## config.mk

```make
export PLATFORM = sky130hd
export DESIGN_NAME = sfpi_top
export DESIGN_NICKNAME = d
export VERILOG_FILES = /design/src/sfpi_top.v
export VERILOG_INCLUDE_DIRS = /design/src
export SDC_FILE = /design/constraint.sdc
export NUM_CORES = 1
export LEC_CHECK = 0
export ABC_AREA = 1
export BUFFER_PORTS_ARGS = -buffer_cell sky130_fd_sc_hd__buf_4
export CORE_MARGIN = 2
export CORE_UTILIZATION = 30
export CTS_CLUSTER_DIAMETER = 120
export CTS_CLUSTER_SIZE = 30
export DETAILED_ROUTE_END_ITERATION = 6
export PLACE_DENSITY = 0.51
export SYNTH_ARGS = -nofsm -noshare
export SYNTH_HDL_FRONTEND = slang
export SYNTH_SLANG_ARGS = --single-unit
```

## constraint.sdc

```tcl
create_clock -name CORE_CLK_I -period 6 [get_ports CORE_CLK_I]
set_input_delay 0.9 -clock CORE_CLK_I [delete_from_list [all_inputs] [get_ports CORE_CLK_I]]
set_output_delay 0.9 -clock CORE_CLK_I [all_outputs]
set_load 0.05 [all_outputs]
```

## src/sfpi_defs.vh

```
// Summary of operation
// RULE1 - Deselect enters standby; running internal cycle finishes
// RULE2 - Deselected: inputs ignored, outputs tristated
// RULE3 - Dedicated reset pin works while deselected
// RULE4 - Select low activates device for a command
// RULE5 - Host gives select falling edge before commands
// RULE6 - Command bits sampled on clock rising edges
// RULE7 - Single rate: sample rising, drive falling
// RULE8 - Double rate: sample and drive both edges
// RULE9 - Reset low resets and tristates outputs
// RULE10 - Reset during internal operation abandons it
// RULE11 - Config bit 4 can disable reset
// RULE12 - Shared-line reset inactive in four-line protocol
// RULE13 - Pause suspends traffic, tristates, ignores inputs
// RULE14 - Config bit 4 can disable pause
// RULE15 - Shared-line pause off in quad or double rate
// RULE16 - Protect pin low refuses protected program/erase
// RULE17 - Host sets status bit 7 for pin protection
// RULE18 - Single-line: line 0 in, line 1 out
// RULE19 - Dual: lines 0,1 bidirectional, 2,3 unused
// RULE20 - Quad: all four lines bidirectional
// RULE21 - Host holds shared line 3 high otherwise
`ifndef SFPI_DEFS_VH
`define SFPI_DEFS_VH
// ==========================================================
// Register byte offsets
`define SFPI_A_CTRL 8'h00
`define SFPI_A_NVCFG 8'h04
`define SFPI_A_EVCFG 8'h08
`define SFPI_A_STAT 8'h0c
`define SFPI_A_OP 8'h10
`define SFPI_A_TX 8'h14
`define SFPI_A_INFO 8'h18
// ==========================================================
// Reset values
`define SFPI_CTRL_RST 8'h00
`define SFPI_CFG_RST 8'h10
`define SFPI_SR_RST 8'ha0
`define SFPI_TX_RST 8'h00
// ==========================================================
// Field positions
`define SFPI_CFG_FN 4
`define SFPI_SR_SRWD 7
`define SFPI_SR_TB 5
`define SFPI_INFO_RST 26
`define SFPI_INFO_REF 27
`define SFPI_INFO_LOST 28
// ==========================================================
// Protocol and line width codes
`define SFPI_PROTO_EXT 2'h0
`define SFPI_PROTO_DUAL 2'h1
`define SFPI_PROTO_QUAD 2'h2
// Line three sharing variants
`define SFPI_DQ3_NONE 0
`define SFPI_DQ3_RST 1
`define SFPI_DQ3_PAUSE 2
// ==========================================================
// Timing
`define SFPI_OP_CYCLES 1000
`endif

```

## src/sfpi_top.v

```verilog
// Register access over AHB-Lite and the register offsets were left to the implementer.
`include "sfpi_defs.vh"

module sfpi_top #(
  parameter DQ3_FUNC = `SFPI_DQ3_PAUSE,
  parameter HAS_RST_PIN = 1,
  parameter OP_CYCLES = `SFPI_OP_CYCLES
) (
  // Clock and reset
  input wire CORE_CLK_I,
  input wire RSTN_I,
  // AHB-Lite slave
  input wire HSEL_I,
  input wire [31:0] HADDR_I,
  input wire [1:0] HTRANS_I,
  input wire HWRITE_I,
  input wire [2:0] HSIZE_I,
  input wire [31:0] HWDATA_I,
  input wire HREADY_I,
  output reg [31:0] HRDATA_O,
  output reg HREADYOUT_O,
  output reg HRESP_O,
  // Flash pins
  input wire SEL_N_I,
  input wire SCLK_I,
  input wire RESET_N_I,
  input wire PAUSE_N_I,
  input wire WP_N_I,
  input wire [3:0] DQ_I,
  output reg [3:0] DQ_O,
  output reg [3:0] DQ_OE_O
);

  // ==========================================================
  // Local codes
  localparam PH_IDLE = 2'h0;
  localparam PH_CMD = 2'h1;
  localparam PH_IN = 2'h2;
  localparam PH_OUT = 2'h3;
  localparam CW = $clog2(OP_CYCLES + 1);
  // Counter load, cut to the counter width
  localparam [31:0] OP_LAST32 = OP_CYCLES - 1;
  localparam [CW-1:0] OP_LAST = OP_LAST32[CW-1:0];

  // ==========================================================
  // Pin synchronisers
  reg [8:0] s1_r; // First stage only
  reg [8:0] s2_r; // Second stage, safe to read
  reg sclk_d_r; // Clock history for edges
  reg sel_d_r; // Select history for edges

  // Two flops per pin before any logic
  always @(posedge CORE_CLK_I or negedge RSTN_I) begin
    if (!RSTN_I) begin
      // Idle pin levels: clock rests low, others high
      s1_r <= 9'h17f;
      s2_r <= 9'h17f;
      sclk_d_r <= 1'b0;
      sel_d_r <= 1'b1;
    end else begin
      s1_r <= {SEL_N_I, SCLK_I, RESET_N_I, PAUSE_N_I, WP_N_I, DQ_I};
      s2_r <= s1_r;
      sclk_d_r <= s2_r[7];
      sel_d_r <= s2_r[8];
    end
  end

  wire sel_n = s2_r[8];
  wire sclk = s2_r[7];
  wire rpin_n = s2_r[6];
  wire ppin_n = s2_r[5];
  wire wp_n = s2_r[4];
  wire [3:0] dq = s2_r[3:0];
  wire rise = sclk & ~sclk_d_r; // Serial clock rising
  wire fall = ~sclk & sclk_d_r; // Serial clock falling
  wire sel_fall = ~sel_n & sel_d_r; // Select asserted

  // ==========================================================
  // Software registers
  reg [7:0] ctrl_r; // Protocol, width class, rate
  reg [7:0] nvcfg_r; // Nonvolatile config copy
  reg [7:0] evcfg_r; // Enhanced volatile config
  reg [7:0] sr_r; // Status: protect and lock bits
  reg [7:0] tx_r; // Byte sent in output phase
  reg [7:0] inb_r; // Input bytes before output
  reg ref_f_r; // Sticky: operation refused
  reg rst_f_r; // Sticky: pin reset seen
  reg lost_f_r; // Sticky: operation abandoned

  wire [1:0] proto = ctrl_r[1:0];
  wire [1:0] cls = ctrl_r[3:2];
  wire ddr = ctrl_r[4];
  wire quad = (proto == `SFPI_PROTO_QUAD);
  // Function disabled by a zero in either copy
  wire fn_en = nvcfg_r[`SFPI_CFG_FN] & evcfg_r[`SFPI_CFG_FN]; // RULE11 RULE14

  // ==========================================================
  // Reset and pause qualification
  // Line three carries data when a x4 data class is set in the extended protocol
  wire x4_cls = (proto == `SFPI_PROTO_EXT) && (cls == `SFPI_PROTO_QUAD);
  wire ded_rst = (HAS_RST_PIN != 0) && fn_en && !rpin_n; // RULE3 RULE11
  wire dq3_rst = (DQ3_FUNC == `SFPI_DQ3_RST) && fn_en && !quad &&
                 !x4_cls && !sel_n && !dq[3]; // RULE12 RULE20
  wire pin_rst = ded_rst | dq3_rst; // RULE9
  wire p_dq3 = (DQ3_FUNC == `SFPI_DQ3_PAUSE) && !quad && !x4_cls &&
               !ddr && !dq[3]; // RULE15 RULE20
  wire p_ded = (DQ3_FUNC != `SFPI_DQ3_PAUSE) && !ppin_n;
  wire paused = !sel_n && fn_en && (p_dq3 | p_ded); // RULE13 RULE14
  // Only a selected, unpaused, unreset device drives the data lines
  wire active = !sel_n && !pin_rst && !paused; // RULE2 RULE13

  // ==========================================================
  // Line width selection
  function [2:0] wsel;
    input [1:0] code;
    begin
      case (code)
        `SFPI_PROTO_DUAL: wsel = 3'd2;
        `SFPI_PROTO_QUAD: wsel = 3'd4;
        default: wsel = 3'd1;
      endcase
    end
  endfunction

  wire [2:0] w_cmd = wsel(proto); // Command phase lines
  wire [2:0] w_dat = (proto == `SFPI_PROTO_EXT) ? wsel(cls) : wsel(proto);

  // ==========================================================
  // Serial engine state
  reg [1:0] ph_r; // Transfer phase
  reg [7:0] sh_r; // Input shifter
  reg [3:0] bits_r; // Bits in current byte
  reg [7:0] cmd_r; // Last command byte
  reg [7:0] rxb_r; // Last input byte
  reg [7:0] rxcnt_r; // Input bytes this frame
  reg [7:0] txsh_r; // Output shifter
  reg drv_r; // First output edge seen
  reg [3:0] dq_nxt; // Next output levels

  wire [2:0] w_now = (ph_r == PH_CMD) ? w_cmd : w_dat;
  // Command sampled on rising only; data also falling at double rate
  wire smp = (ph_r == PH_CMD) ? rise : (rise | (fall & ddr)); // RULE6 RULE7 RULE8
  // Output driven on falling, also rising at double rate
  wire drv = fall | (rise & ddr); // RULE7 RULE8
  wire [7:0] sh_in = (w_now == 3'd1) ? {sh_r[6:0], dq[0]} :
                     (w_now == 3'd2) ? {sh_r[5:0], dq[1:0]} :
                     {sh_r[3:0], dq};
  wire [3:0] bits_add = bits_r + {1'b0, w_now};
  wire [7:0] rxcnt_inc = rxcnt_r + 8'h01;
  // Lines that may drive per width
  wire [3:0] oe_mask = (w_dat == 3'd1) ? 4'b0010 :
                       (w_dat == 3'd2) ? 4'b0011 : 4'b1111; // RULE18 RULE19 RULE20

  // Output line levels from the shifter
  always @* begin
    dq_nxt = 4'h0;
    if (w_dat == 3'd1) begin
      dq_nxt[1] = txsh_r[7]; // RULE18
    end else if (w_dat == 3'd2) begin
      dq_nxt[1:0] = txsh_r[7:6]; // RULE19
    end else begin
      dq_nxt = txsh_r[7:4]; // RULE20
    end
  end

  // Frame engine: command, input bytes, then output bytes
  always @(posedge CORE_CLK_I or negedge RSTN_I) begin
    if (!RSTN_I) begin
      ph_r <= PH_IDLE;
      sh_r <= 8'h00;
      bits_r <= 4'h0;
      cmd_r <= 8'h00;
      rxb_r <= 8'h00;
      rxcnt_r <= 8'h00;
      txsh_r <= 8'h00;
      drv_r <= 1'b0;
      DQ_O <= 4'h0;
      DQ_OE_O <= 4'h0;
    end else begin
      // Lines released unless actively driving; enable rises together
      // with the first output bits so the host never sees a gap
      DQ_OE_O <= (ph_r == PH_OUT && (drv_r || drv) && active) ?
                 oe_mask : 4'h0; // RULE2 RULE9 RULE13
      if (pin_rst || sel_n) begin
        // Deselect or reset ends the frame
        ph_r <= PH_IDLE; // RULE1 RULE9
        bits_r <= 4'h0;
        drv_r <= 1'b0;
      end else if (ph_r == PH_IDLE) begin
        // Frame opens only on a select falling edge
        if (sel_fall) begin
          ph_r <= PH_CMD; // RULE4 RULE5
          bits_r <= 4'h0;
          rxcnt_r <= 8'h00;
        end
      end else if (!paused) begin
        if (ph_r != PH_OUT && smp) begin
          sh_r <= sh_in;
          if (bits_add >= 4'd8) begin
            bits_r <= 4'h0;
            if (ph_r == PH_CMD) begin
              // Command done
              cmd_r <= sh_in;
              if (inb_r == 8'h00) begin
                ph_r <= PH_OUT;
                txsh_r <= tx_r;
              end else begin
                ph_r <= PH_IN;
              end
            end else begin
              // Input byte done
              rxb_r <= sh_in;
              rxcnt_r <= rxcnt_inc;
              if (rxcnt_inc == inb_r) begin
                ph_r <= PH_OUT;
                txsh_r <= tx_r;
              end
            end
          end else begin
            bits_r <= bits_add;
          end
        end else if (ph_r == PH_OUT && drv) begin
          // Output: present bits, then shift
          DQ_O <= dq_nxt;
          drv_r <= 1'b1;
          if (bits_add >= 4'd8) begin
            bits_r <= 4'h0;
            txsh_r <= tx_r;
          end else begin
            bits_r <= bits_add;
            txsh_r <= txsh_r << w_dat;
          end
        end
      end
    end
  end

  // ==========================================================
  // AHB-Lite slave
  reg wr_pend_r; // Write data phase pending
  reg [7:0] wa_r; // Captured write offset
  reg [31:0] rd_mux; // Read data for address

  wire a_go = HSEL_I && HTRANS_I[1] && HREADY_I;
  wire wr_now = wr_pend_r;
  wire wr_op = wr_now && (wa_r == `SFPI_A_OP) && HWDATA_I[0];
  wire wr_info = wr_now && (wa_r == `SFPI_A_INFO);

  // ==========================================================
  // Internal program/erase cycle
  reg busy_r; // Internal cycle running
  reg [CW-1:0] opcnt_r; // Cycles remaining
  reg [3:0] tsec_r; // Target region of last start
  wire [3:0] bp = {sr_r[6], sr_r[4:2]}; // block_protect_bits
  wire [3:0] tsec = HWDATA_I[7:4];
  wire [4:0] nprot = (bp == 4'h0) ? 5'd0 :
                     (bp >= 4'h5) ? 5'd16 :
                     (5'd1 << (bp - 4'h1));
  wire in_prot = sr_r[`SFPI_SR_TB] ? ({1'b0, tsec} < nprot) :
                 ({1'b0, tsec} >= (5'd16 - nprot));
  wire refuse = wr_op && !busy_r && !wp_n && in_prot; // RULE16
  wire lose = busy_r && pin_rst; // RULE10

  // Cycle counter ignores select; only reset stops it
  always @(posedge CORE_CLK_I or negedge RSTN_I) begin
    if (!RSTN_I) begin
      busy_r <= 1'b0;
      opcnt_r <= {CW{1'b0}};
      tsec_r <= 4'h0;
    end else if (lose) begin
      busy_r <= 1'b0; // RULE10
    end else if (busy_r) begin
      // Runs on through deselect
      if (opcnt_r == {CW{1'b0}}) begin
        busy_r <= 1'b0; // RULE1
      end else begin
        opcnt_r <= opcnt_r - {{(CW-1){1'b0}}, 1'b1};
      end
    end else if (wr_op && !refuse) begin
      busy_r <= 1'b1;
      opcnt_r <= OP_LAST;
      tsec_r <= tsec;
    end
  end

  // Read data selection by offset
  always @* begin
    rd_mux = 32'h0;
    if (HADDR_I[7:0] == `SFPI_A_CTRL) begin
      rd_mux[7:0] = ctrl_r;
    end else if (HADDR_I[7:0] == `SFPI_A_NVCFG) begin
      rd_mux[7:0] = nvcfg_r;
    end else if (HADDR_I[7:0] == `SFPI_A_EVCFG) begin
      rd_mux[7:0] = evcfg_r;
    end else if (HADDR_I[7:0] == `SFPI_A_STAT) begin
      rd_mux[7:0] = {sr_r[7:2], 1'b0, busy_r};
      rd_mux[8] = sel_n && !busy_r; // Standby
    end else if (HADDR_I[7:0] == `SFPI_A_OP) begin
      rd_mux[7:4] = tsec_r;
      rd_mux[8] = busy_r;
    end else if (HADDR_I[7:0] == `SFPI_A_TX) begin
      rd_mux[15:0] = {inb_r, tx_r};
    end else if (HADDR_I[7:0] == `SFPI_A_INFO) begin
      rd_mux[23:0] = {rxcnt_r, rxb_r, cmd_r};
      rd_mux[24] = !sel_n;
      rd_mux[25] = paused;
      rd_mux[`SFPI_INFO_RST] = rst_f_r;
      rd_mux[`SFPI_INFO_REF] = ref_f_r;
      rd_mux[`SFPI_INFO_LOST] = lost_f_r;
    end
  end

  // Address phase capture, zero wait, always OKAY
  always @(posedge CORE_CLK_I or negedge RSTN_I) begin
    if (!RSTN_I) begin
      wr_pend_r <= 1'b0;
      wa_r <= 8'h00;
      HRDATA_O <= 32'h0;
      HREADYOUT_O <= 1'b1;
      HRESP_O <= 1'b0;
    end else begin
      HREADYOUT_O <= 1'b1;
      HRESP_O <= 1'b0;
      wr_pend_r <= a_go && HWRITE_I;
      if (a_go) begin
        wa_r <= HADDR_I[7:0];
        HRDATA_O <= HWRITE_I ? 32'h0 : rd_mux;
      end
    end
  end

  // Register writes and sticky flags, set wins over clear
  always @(posedge CORE_CLK_I or negedge RSTN_I) begin
    if (!RSTN_I) begin
      ctrl_r <= `SFPI_CTRL_RST;
      nvcfg_r <= `SFPI_CFG_RST;
      evcfg_r <= `SFPI_CFG_RST;
      sr_r <= `SFPI_SR_RST;
      tx_r <= `SFPI_TX_RST;
      inb_r <= 8'h00;
      ref_f_r <= 1'b0;
      rst_f_r <= 1'b0;
      lost_f_r <= 1'b0;
    end else begin
      if (wr_now) begin
        if (wa_r == `SFPI_A_CTRL) begin
          ctrl_r <= HWDATA_I[7:0];
        end else if (wa_r == `SFPI_A_NVCFG) begin
          nvcfg_r <= HWDATA_I[7:0];
        end else if (wa_r == `SFPI_A_EVCFG) begin
          evcfg_r <= HWDATA_I[7:0];
        end else if (wa_r == `SFPI_A_STAT) begin
          // Locked while protect bit set and pin low
          if (!(sr_r[`SFPI_SR_SRWD] && !wp_n)) begin
            sr_r <= {HWDATA_I[7:2], 2'b00};
          end
        end else if (wa_r == `SFPI_A_TX) begin
          tx_r <= HWDATA_I[7:0];
          inb_r <= HWDATA_I[15:8];
        end
      end
      ref_f_r <= refuse |
                 (ref_f_r & ~(wr_info & HWDATA_I[`SFPI_INFO_REF]));
      rst_f_r <= pin_rst |
                 (rst_f_r & ~(wr_info & HWDATA_I[`SFPI_INFO_RST]));
      lost_f_r <= lose |
                  (lost_f_r & ~(wr_info & HWDATA_I[`SFPI_INFO_LOST]));
    end
  end

endmodule

```

# Word level (Yosys, flattened, before mapping)
# Index checks and enable logic that the tools add are counted.
[classes] n_lt_le_gt_ge=4 shift=2 muxes=74 addsub=5 n_bitwise=35 eq_ne=36 reduce_logical=71
[op_table] cell="2-to-1 mux 8 bit" count=18
[op_table] cell="2-to-1 mux 21 bit" count=3
[op_table] cell="2-to-1 mux 29 bit" count=2
[op_table] cell="equality test 8 x 5 -> 1 bit, second input constant" count=6
[op_table] cell="2-to-1 mux 4 bit" count=11
[op_table] cell="2-to-1 mux 20 bit" count=2
[op_table] cell="equality test 8 x 4 -> 1 bit, second input constant" count=4
[op_table] cell="2-to-1 mux 10 bit" count=3
[op_table] cell="AND reduction 6 bit" count=5
[op_table] cell="logical AND 1 bit" count=26
[op_table] cell="zero test 8 bit" count=3
[op_table] cell="2-to-1 mux 2 bit" count=11
[op_table] cell="NOT 1 bit" count=18
[op_table] cell="equality test 8 x 3 -> 1 bit, second input constant" count=2
[op_table] cell="2-to-1 mux 16 bit" count=1
[op_table] cell="2-to-1 mux 5 bit" count=3
[op_table] cell="2-to-1 mux 1 bit" count=14
[op_table] cell="2-to-1 mux 13 bit" count=1
[op_table] cell="AND 1 bit" count=12
[op_table] cell="one-hot mux 3 bit (2 select lines)" count=2
[op_table] cell="AND reduction 3 bit" count=4
[op_table] cell="AND reduction 4 bit" count=3
[op_table] cell="zero test 1 bit" count=11
[op_table] cell="zero test 10 bit" count=1
[op_table] cell="33 further kinds" count=61
[totals] register_bits=179 out_inout_bits=42

# Longest topological paths before layout
[depth] word_depth=15 ltp_mapped=19

# Worst setup path before layout
# OpenSTA, ideal clock, no wires.
[synth_timing] kind="register to register" from="register ctrl_r[0]" to="register txsh_r[6]" setup_ns=0.065 path_stages_with_launch=18 t_required_ns=5.935 synth_period_minus_slack_ns=2.654 path_buffers=1 t_arrival_ns=2.589 slack_ns=3.346 cell_sequence="dfrtp_1 > inv_1 > ha_1 > buf_6 > o21ai_2 > nand2_1 > o21ai_1 > inv_1 > ha_1 > nand3_1 > nand2_1 > xor2_2 > nand2_2 > inv_1 > nand3_1 > nand4_1 > nand2_1 > nand2_1"
[synth_via] elab_chain_cells=9 word_cells_on_any_way=22
[synth_rtl] element="start, declared" line_no="sfpi_top.v:80" text="reg [7:0] ctrl_r;"
[synth_rtl] element="start signal, assigned" line_no="sfpi_top.v:335" text="ctrl_r <= `SFPI_CTRL_RST;"
[synth_rtl] element="start signal, assigned" line_no="sfpi_top.v:347" text="ctrl_r <= HWDATA_I[7:0];"
[synth_rtl] element="equality test 2 bit (tied with other cells)" line_no="sfpi_top.v:117" text="case (code)"
[synth_rtl] element="one-hot mux 3 bit (2 select lines) / logical AND 1 bit (equally long branches)" line_no="sfpi_top.v:117, sfpi_top.v:100"
[synth_rtl] element="2-to-1 mux 3 bit / zero test 1 bit (equally long branches)" line_no="sfpi_top.v:126, sfpi_top.v:105"
[synth_rtl] element="2-to-1 mux 3 bit / logical AND 1 bit (equally long branches)" line_no="sfpi_top.v:140, sfpi_top.v:105"
[synth_rtl] element="adder 4 x 3 -> 4 bit / logical AND 1 bit (equally long branches)" line_no="sfpi_top.v:148, sfpi_top.v:105"
[synth_rtl] element=">= comparator 4 bit / logical AND 1 bit (equally long branches)" line_no="sfpi_top.v:199, sfpi_top.v:226, sfpi_top.v:105"
[synth_rtl] element="2-to-1 mux 8 bit / logical AND 1 bit (equally long branches)" line_no="sfpi_top.v:226, sfpi_top.v:108"
[synth_rtl] element="2-to-1 mux 8 bit / NOT 1 bit (equally long branches)"
[synth_rtl] element="2-to-1 mux 8 bit / AND reduction 7 bit (equally long branches)"
[synth_rtl] element="end signal, assigned" line_no="sfpi_top.v:206" text="txsh_r <= tx_r;"
[synth_rtl] element="end signal, assigned" line_no="sfpi_top.v:228" text="txsh_r <= tx_r;"
[synth_rtl] element="end signal, assigned" line_no="sfpi_top.v:231" text="txsh_r <= txsh_r << w_dat;"
[synth_rtl] element="end, declared" line_no="sfpi_top.v:136" text="reg [7:0] txsh_r;"
# Parallel ways exist; a longest one is shown, timed or not. The select of a mux whose other input is x is not followed.
# A chain may end at the register's enable or synchronous reset.

# Worst setup path after layout
[layout_timing] from="register ctrl_r[0]" to="register rxb_r[6]"
[layout_via] elab_chain_cells=9 word_cells_on_any_way=21
[layout_rtl] element="parallel branches: the longest is 9 deep, another holds adder 4 x 3 -> 4 bit"
[layout_rtl] element="end signal, assigned" line_no="sfpi_top.v:212" text="rxb_r <= sh_in;"
[layout_rtl] element="end, declared" line_no="sfpi_top.v:134" text="reg [7:0] rxb_r;"
# Parallel ways; which one is timed is not known.

==> metrics <==
Sink Count=173; post-DP HPWL=16900 um; largest registers=HRDATA_O x29, opcnt_r x10; Hold Slack=0.357 ns; post-synthesis cell area=8710 sq um; CTS hold repair buffers=0; MaxCap Viol Count=0; Post-Synth Adder-Cell Area=2.96%; crit end category=register; dpl cells=1495; GR Overflow Total=0; main area contributors after synthesis=dfrtp_1 44%, nand2_1 13%, o21ai_0 6.0%; Finished Layout Cells=1527; first-pass GRT wire length=38500 um; largest net degree at the start of global routing=61; die width=174 um; Worst slew margin=26.3%; final period utilization=56.5%; DR WL/cell=15.2 um; Reg power frac=44.3%; First DRT Iteration DRCs=366; Top reg by flops=HRDATA_O; clk_skew=0.0101 ns; DRT Pass-1 Iters=7; largest family of logic cells by synthesized area=simple AND/OR/NAND/NOR gates; final WL=23200 um; worst hold path type=reg -> reg; Syn Area/Cell=8.20 sq um; register area share after synthesis=50.0%; Clk Latency, worst-skew pair=0.44 ns; Clock Power Share=37.0%; Slew @ Worst Pin=1.10 ns; Port-buffer cells=77; Synth Flop Type=dfrtp_1; top cells by count, synth=304 x nand2_1, 154 x dfrtp_1, 105 x o21ai_0; Max H-tree Level=4; FF+latch count, synth=173; Design Area, Final=10200 sq um; Comb pwr share=18.7%; mux contribution to synthesized area=0.503%; Sw Share=32.6%; RSZ-0062 raised after global routing=no; io pins=125; Mapped Cells=1062; Critical Setup Path Class=reg -> reg; Std-Cell Rows=62; min cycle time layout=3.39 ns; Synth Area in XOR/XNOR=0.977%; setup TNS=0 ns; max reg flops=29; Nets=1233; GPL Wtd Cong=0.836; DP Area=9630 sq um; largest area contributor in the netlist=dfrtp_1; met3 GRT Util=2.76%; post-layout util=35.7%; Area Overhead vs Synth=17.2%; vias in the first global route=7092; Post-CTS Setup Repair Bufs=0; Initial Util=30.4%; die area=30400 sq um; simple-gate area share of the yosys netlist=25.1%; fin. max-slew vios=0; most common cell in the netlist=nand2_1; CP max FO=16; yosys synthesis warning count=0; CP Data Arrival Time=3.69 ns; Worst-path clk slew=0.07 ns; count of different cell masters after synthesis=54; die height=174 um; endpoints failing hold=0; # DRC=0; setup violators final=0; grt peak-use layer=met2; met1 GRT Util=23.1%; CTS tree=yes; P_int=2.02 mW; maximum vdd drop=0.128 mV; Final ANT Viol Nets=0; vias per inst=4.75; Antenna Cells=0; core area=28600 sq um; clock buffer count from CTS=17; initial antenna violation count=0; M2 GR Usage=24.5%; EDFF count, synth=0; clk buf depth=2; WP data required=6.30 ns; root buf cell=clkbuf_16; share of cells above drive strength 1=15.7%; vias=7255; pwr/cell area=293 nW/um^2; outcome=complete, no violations; leakage=5.06 nW; Sw Pwr=978 uW; Critical Path Source Type=register; GRT Total Usage=15.9%; top cell type's share of synthesized area=44.2%; f_max=295 MHz; Compound-Gate Fraction of Synth Area=13.9%; post-synthesis async set-or-reset flop share=100%; post-cts repair resize count=0
==> layer usage <==
layer | vias up | part of all wire, %
li1 | 3641 | -
met4 | 0 | 1.1
met5 | - | 0
met3 | 21 | 3.6
met2 | 134 | 44
met1 | 3459 | 51
==> final timing paths <==
kind	startpoint	endpoint	slack, ns	depth (start not counted)
hold reg to reg	s1_r[1]	s2_r[1]	0.36	0
hold / removal	s1_r[1]	s2_r[1]	0.36	0
min in group asynchronous	RSTN_I	rxb_r[2]	0.43	1
max in group asynchronous	RSTN_I	cmd_r[2]	4.36	2
setup reg to reg	ctrl_r[0]	rxb_r[6]	2.61	13
setup / recovery	ctrl_r[0]	rxb_r[6]	2.61	13
==> placed cells by master (no fill, tap or decap), types with 3 or more instances in the layout <==
cell / synthesis / final
clkinvlp_4: 0 / 3
nor2_4: 5 / 5
ha_1: 19 / 19
mux2_2: 3 / 3
a21oi_1: 33 / 33
dfrtp_1: 154 / 154
inv_1: 93 / 93
o211ai_1: 13 / 13
nand4_1: 15 / 15
or2_2: 5 / 5
o21ai_2: 4 / 4
xnor2_1: 4 / 4
inv_2: 7 / 7
inv_6: 0 / 6
nand2_2: 6 / 6
o31ai_1: 6 / 6
a31oi_1: 3 / 3
conb_1: 2 / 5
nand3_1: 84 / 83
inv_8: 0 / 3
o21ai_0: 105 / 105
nor2_1: 58 / 58
nand3_2: 4 / 5
nor2_2: 5 / 5
buf_4: 8 / 80
nand3b_1: 4 / 4
nand2_1: 304 / 304
clkbuf_16: 0 / 17
nor3_1: 8 / 8
dfstp_2: 19 / 19
o21ai_1: 32 / 32
==> layout make-up <==
class,instances,area (sq um)
Clock buffer,17,425
Clock inverter,15,149
Fill cell,2985,18400
Inverter,102,383
Multi-Input combinational cell,755,3810
Sequential cell,173,4350
Tap cell,384,480
Timing Repair Buffer,81,612
==> power groups by stage <==
| stage | combinational, mW | clock [mW] | sequential [mW] |
|---|---|---|---|
| CTS | 0.567 | 1.14 | 1.33 |
| detailed placement | 0.564 | 0 | 1.35 |
| finish | 0.560 | 1.11 | 1.33 |
| global placement | 0.559 | 0 | 1.35 |
| global route | 0.642 | 1.19 | 1.34 |
| floorplan | 0.394 | 0 | 1.34 |
==> kinds of logic (layout without fill, tap and decap cells) <==
logic type               count (synthesis)  count (layout)
buffers and inverters                  137             215
flip-flops                             173             173
other                                    2               5
adder cells (fa/ha/maj)                 20              20
multiplexers                             4               4
AO/OA/AOI/OAI                          214             214
XOR/XNOR                                 8               8
AND/OR/NAND/NOR                        504             504
==> per-stage QoR <==
stage	power [mW]	worst slack (ns)
floorplan	1.74	3.35
global placement	1.91	2.62
detailed placement	1.91	2.60
CTS	3.03	2.59
global route	3.17	2.19
finish	3.00	2.61
==> critical path, stage by stage, from the launching register on <==
cell	delay (ns)
dfrtp_1	0.41
inv_1	0.08
ha_1	0.31
o21ai_1	0.69
nand2_1	0.14
o21ai_2	0.13
ha_1	0.21
nand3_1	0.08
nand2_1	0.12
xor2_2	0.13
nor2_2	0.14
nand3_1	0.51
nand2_1	0.21
o21ai_1	0.08
Note: power is estimated with default switching activity, not from simulation.
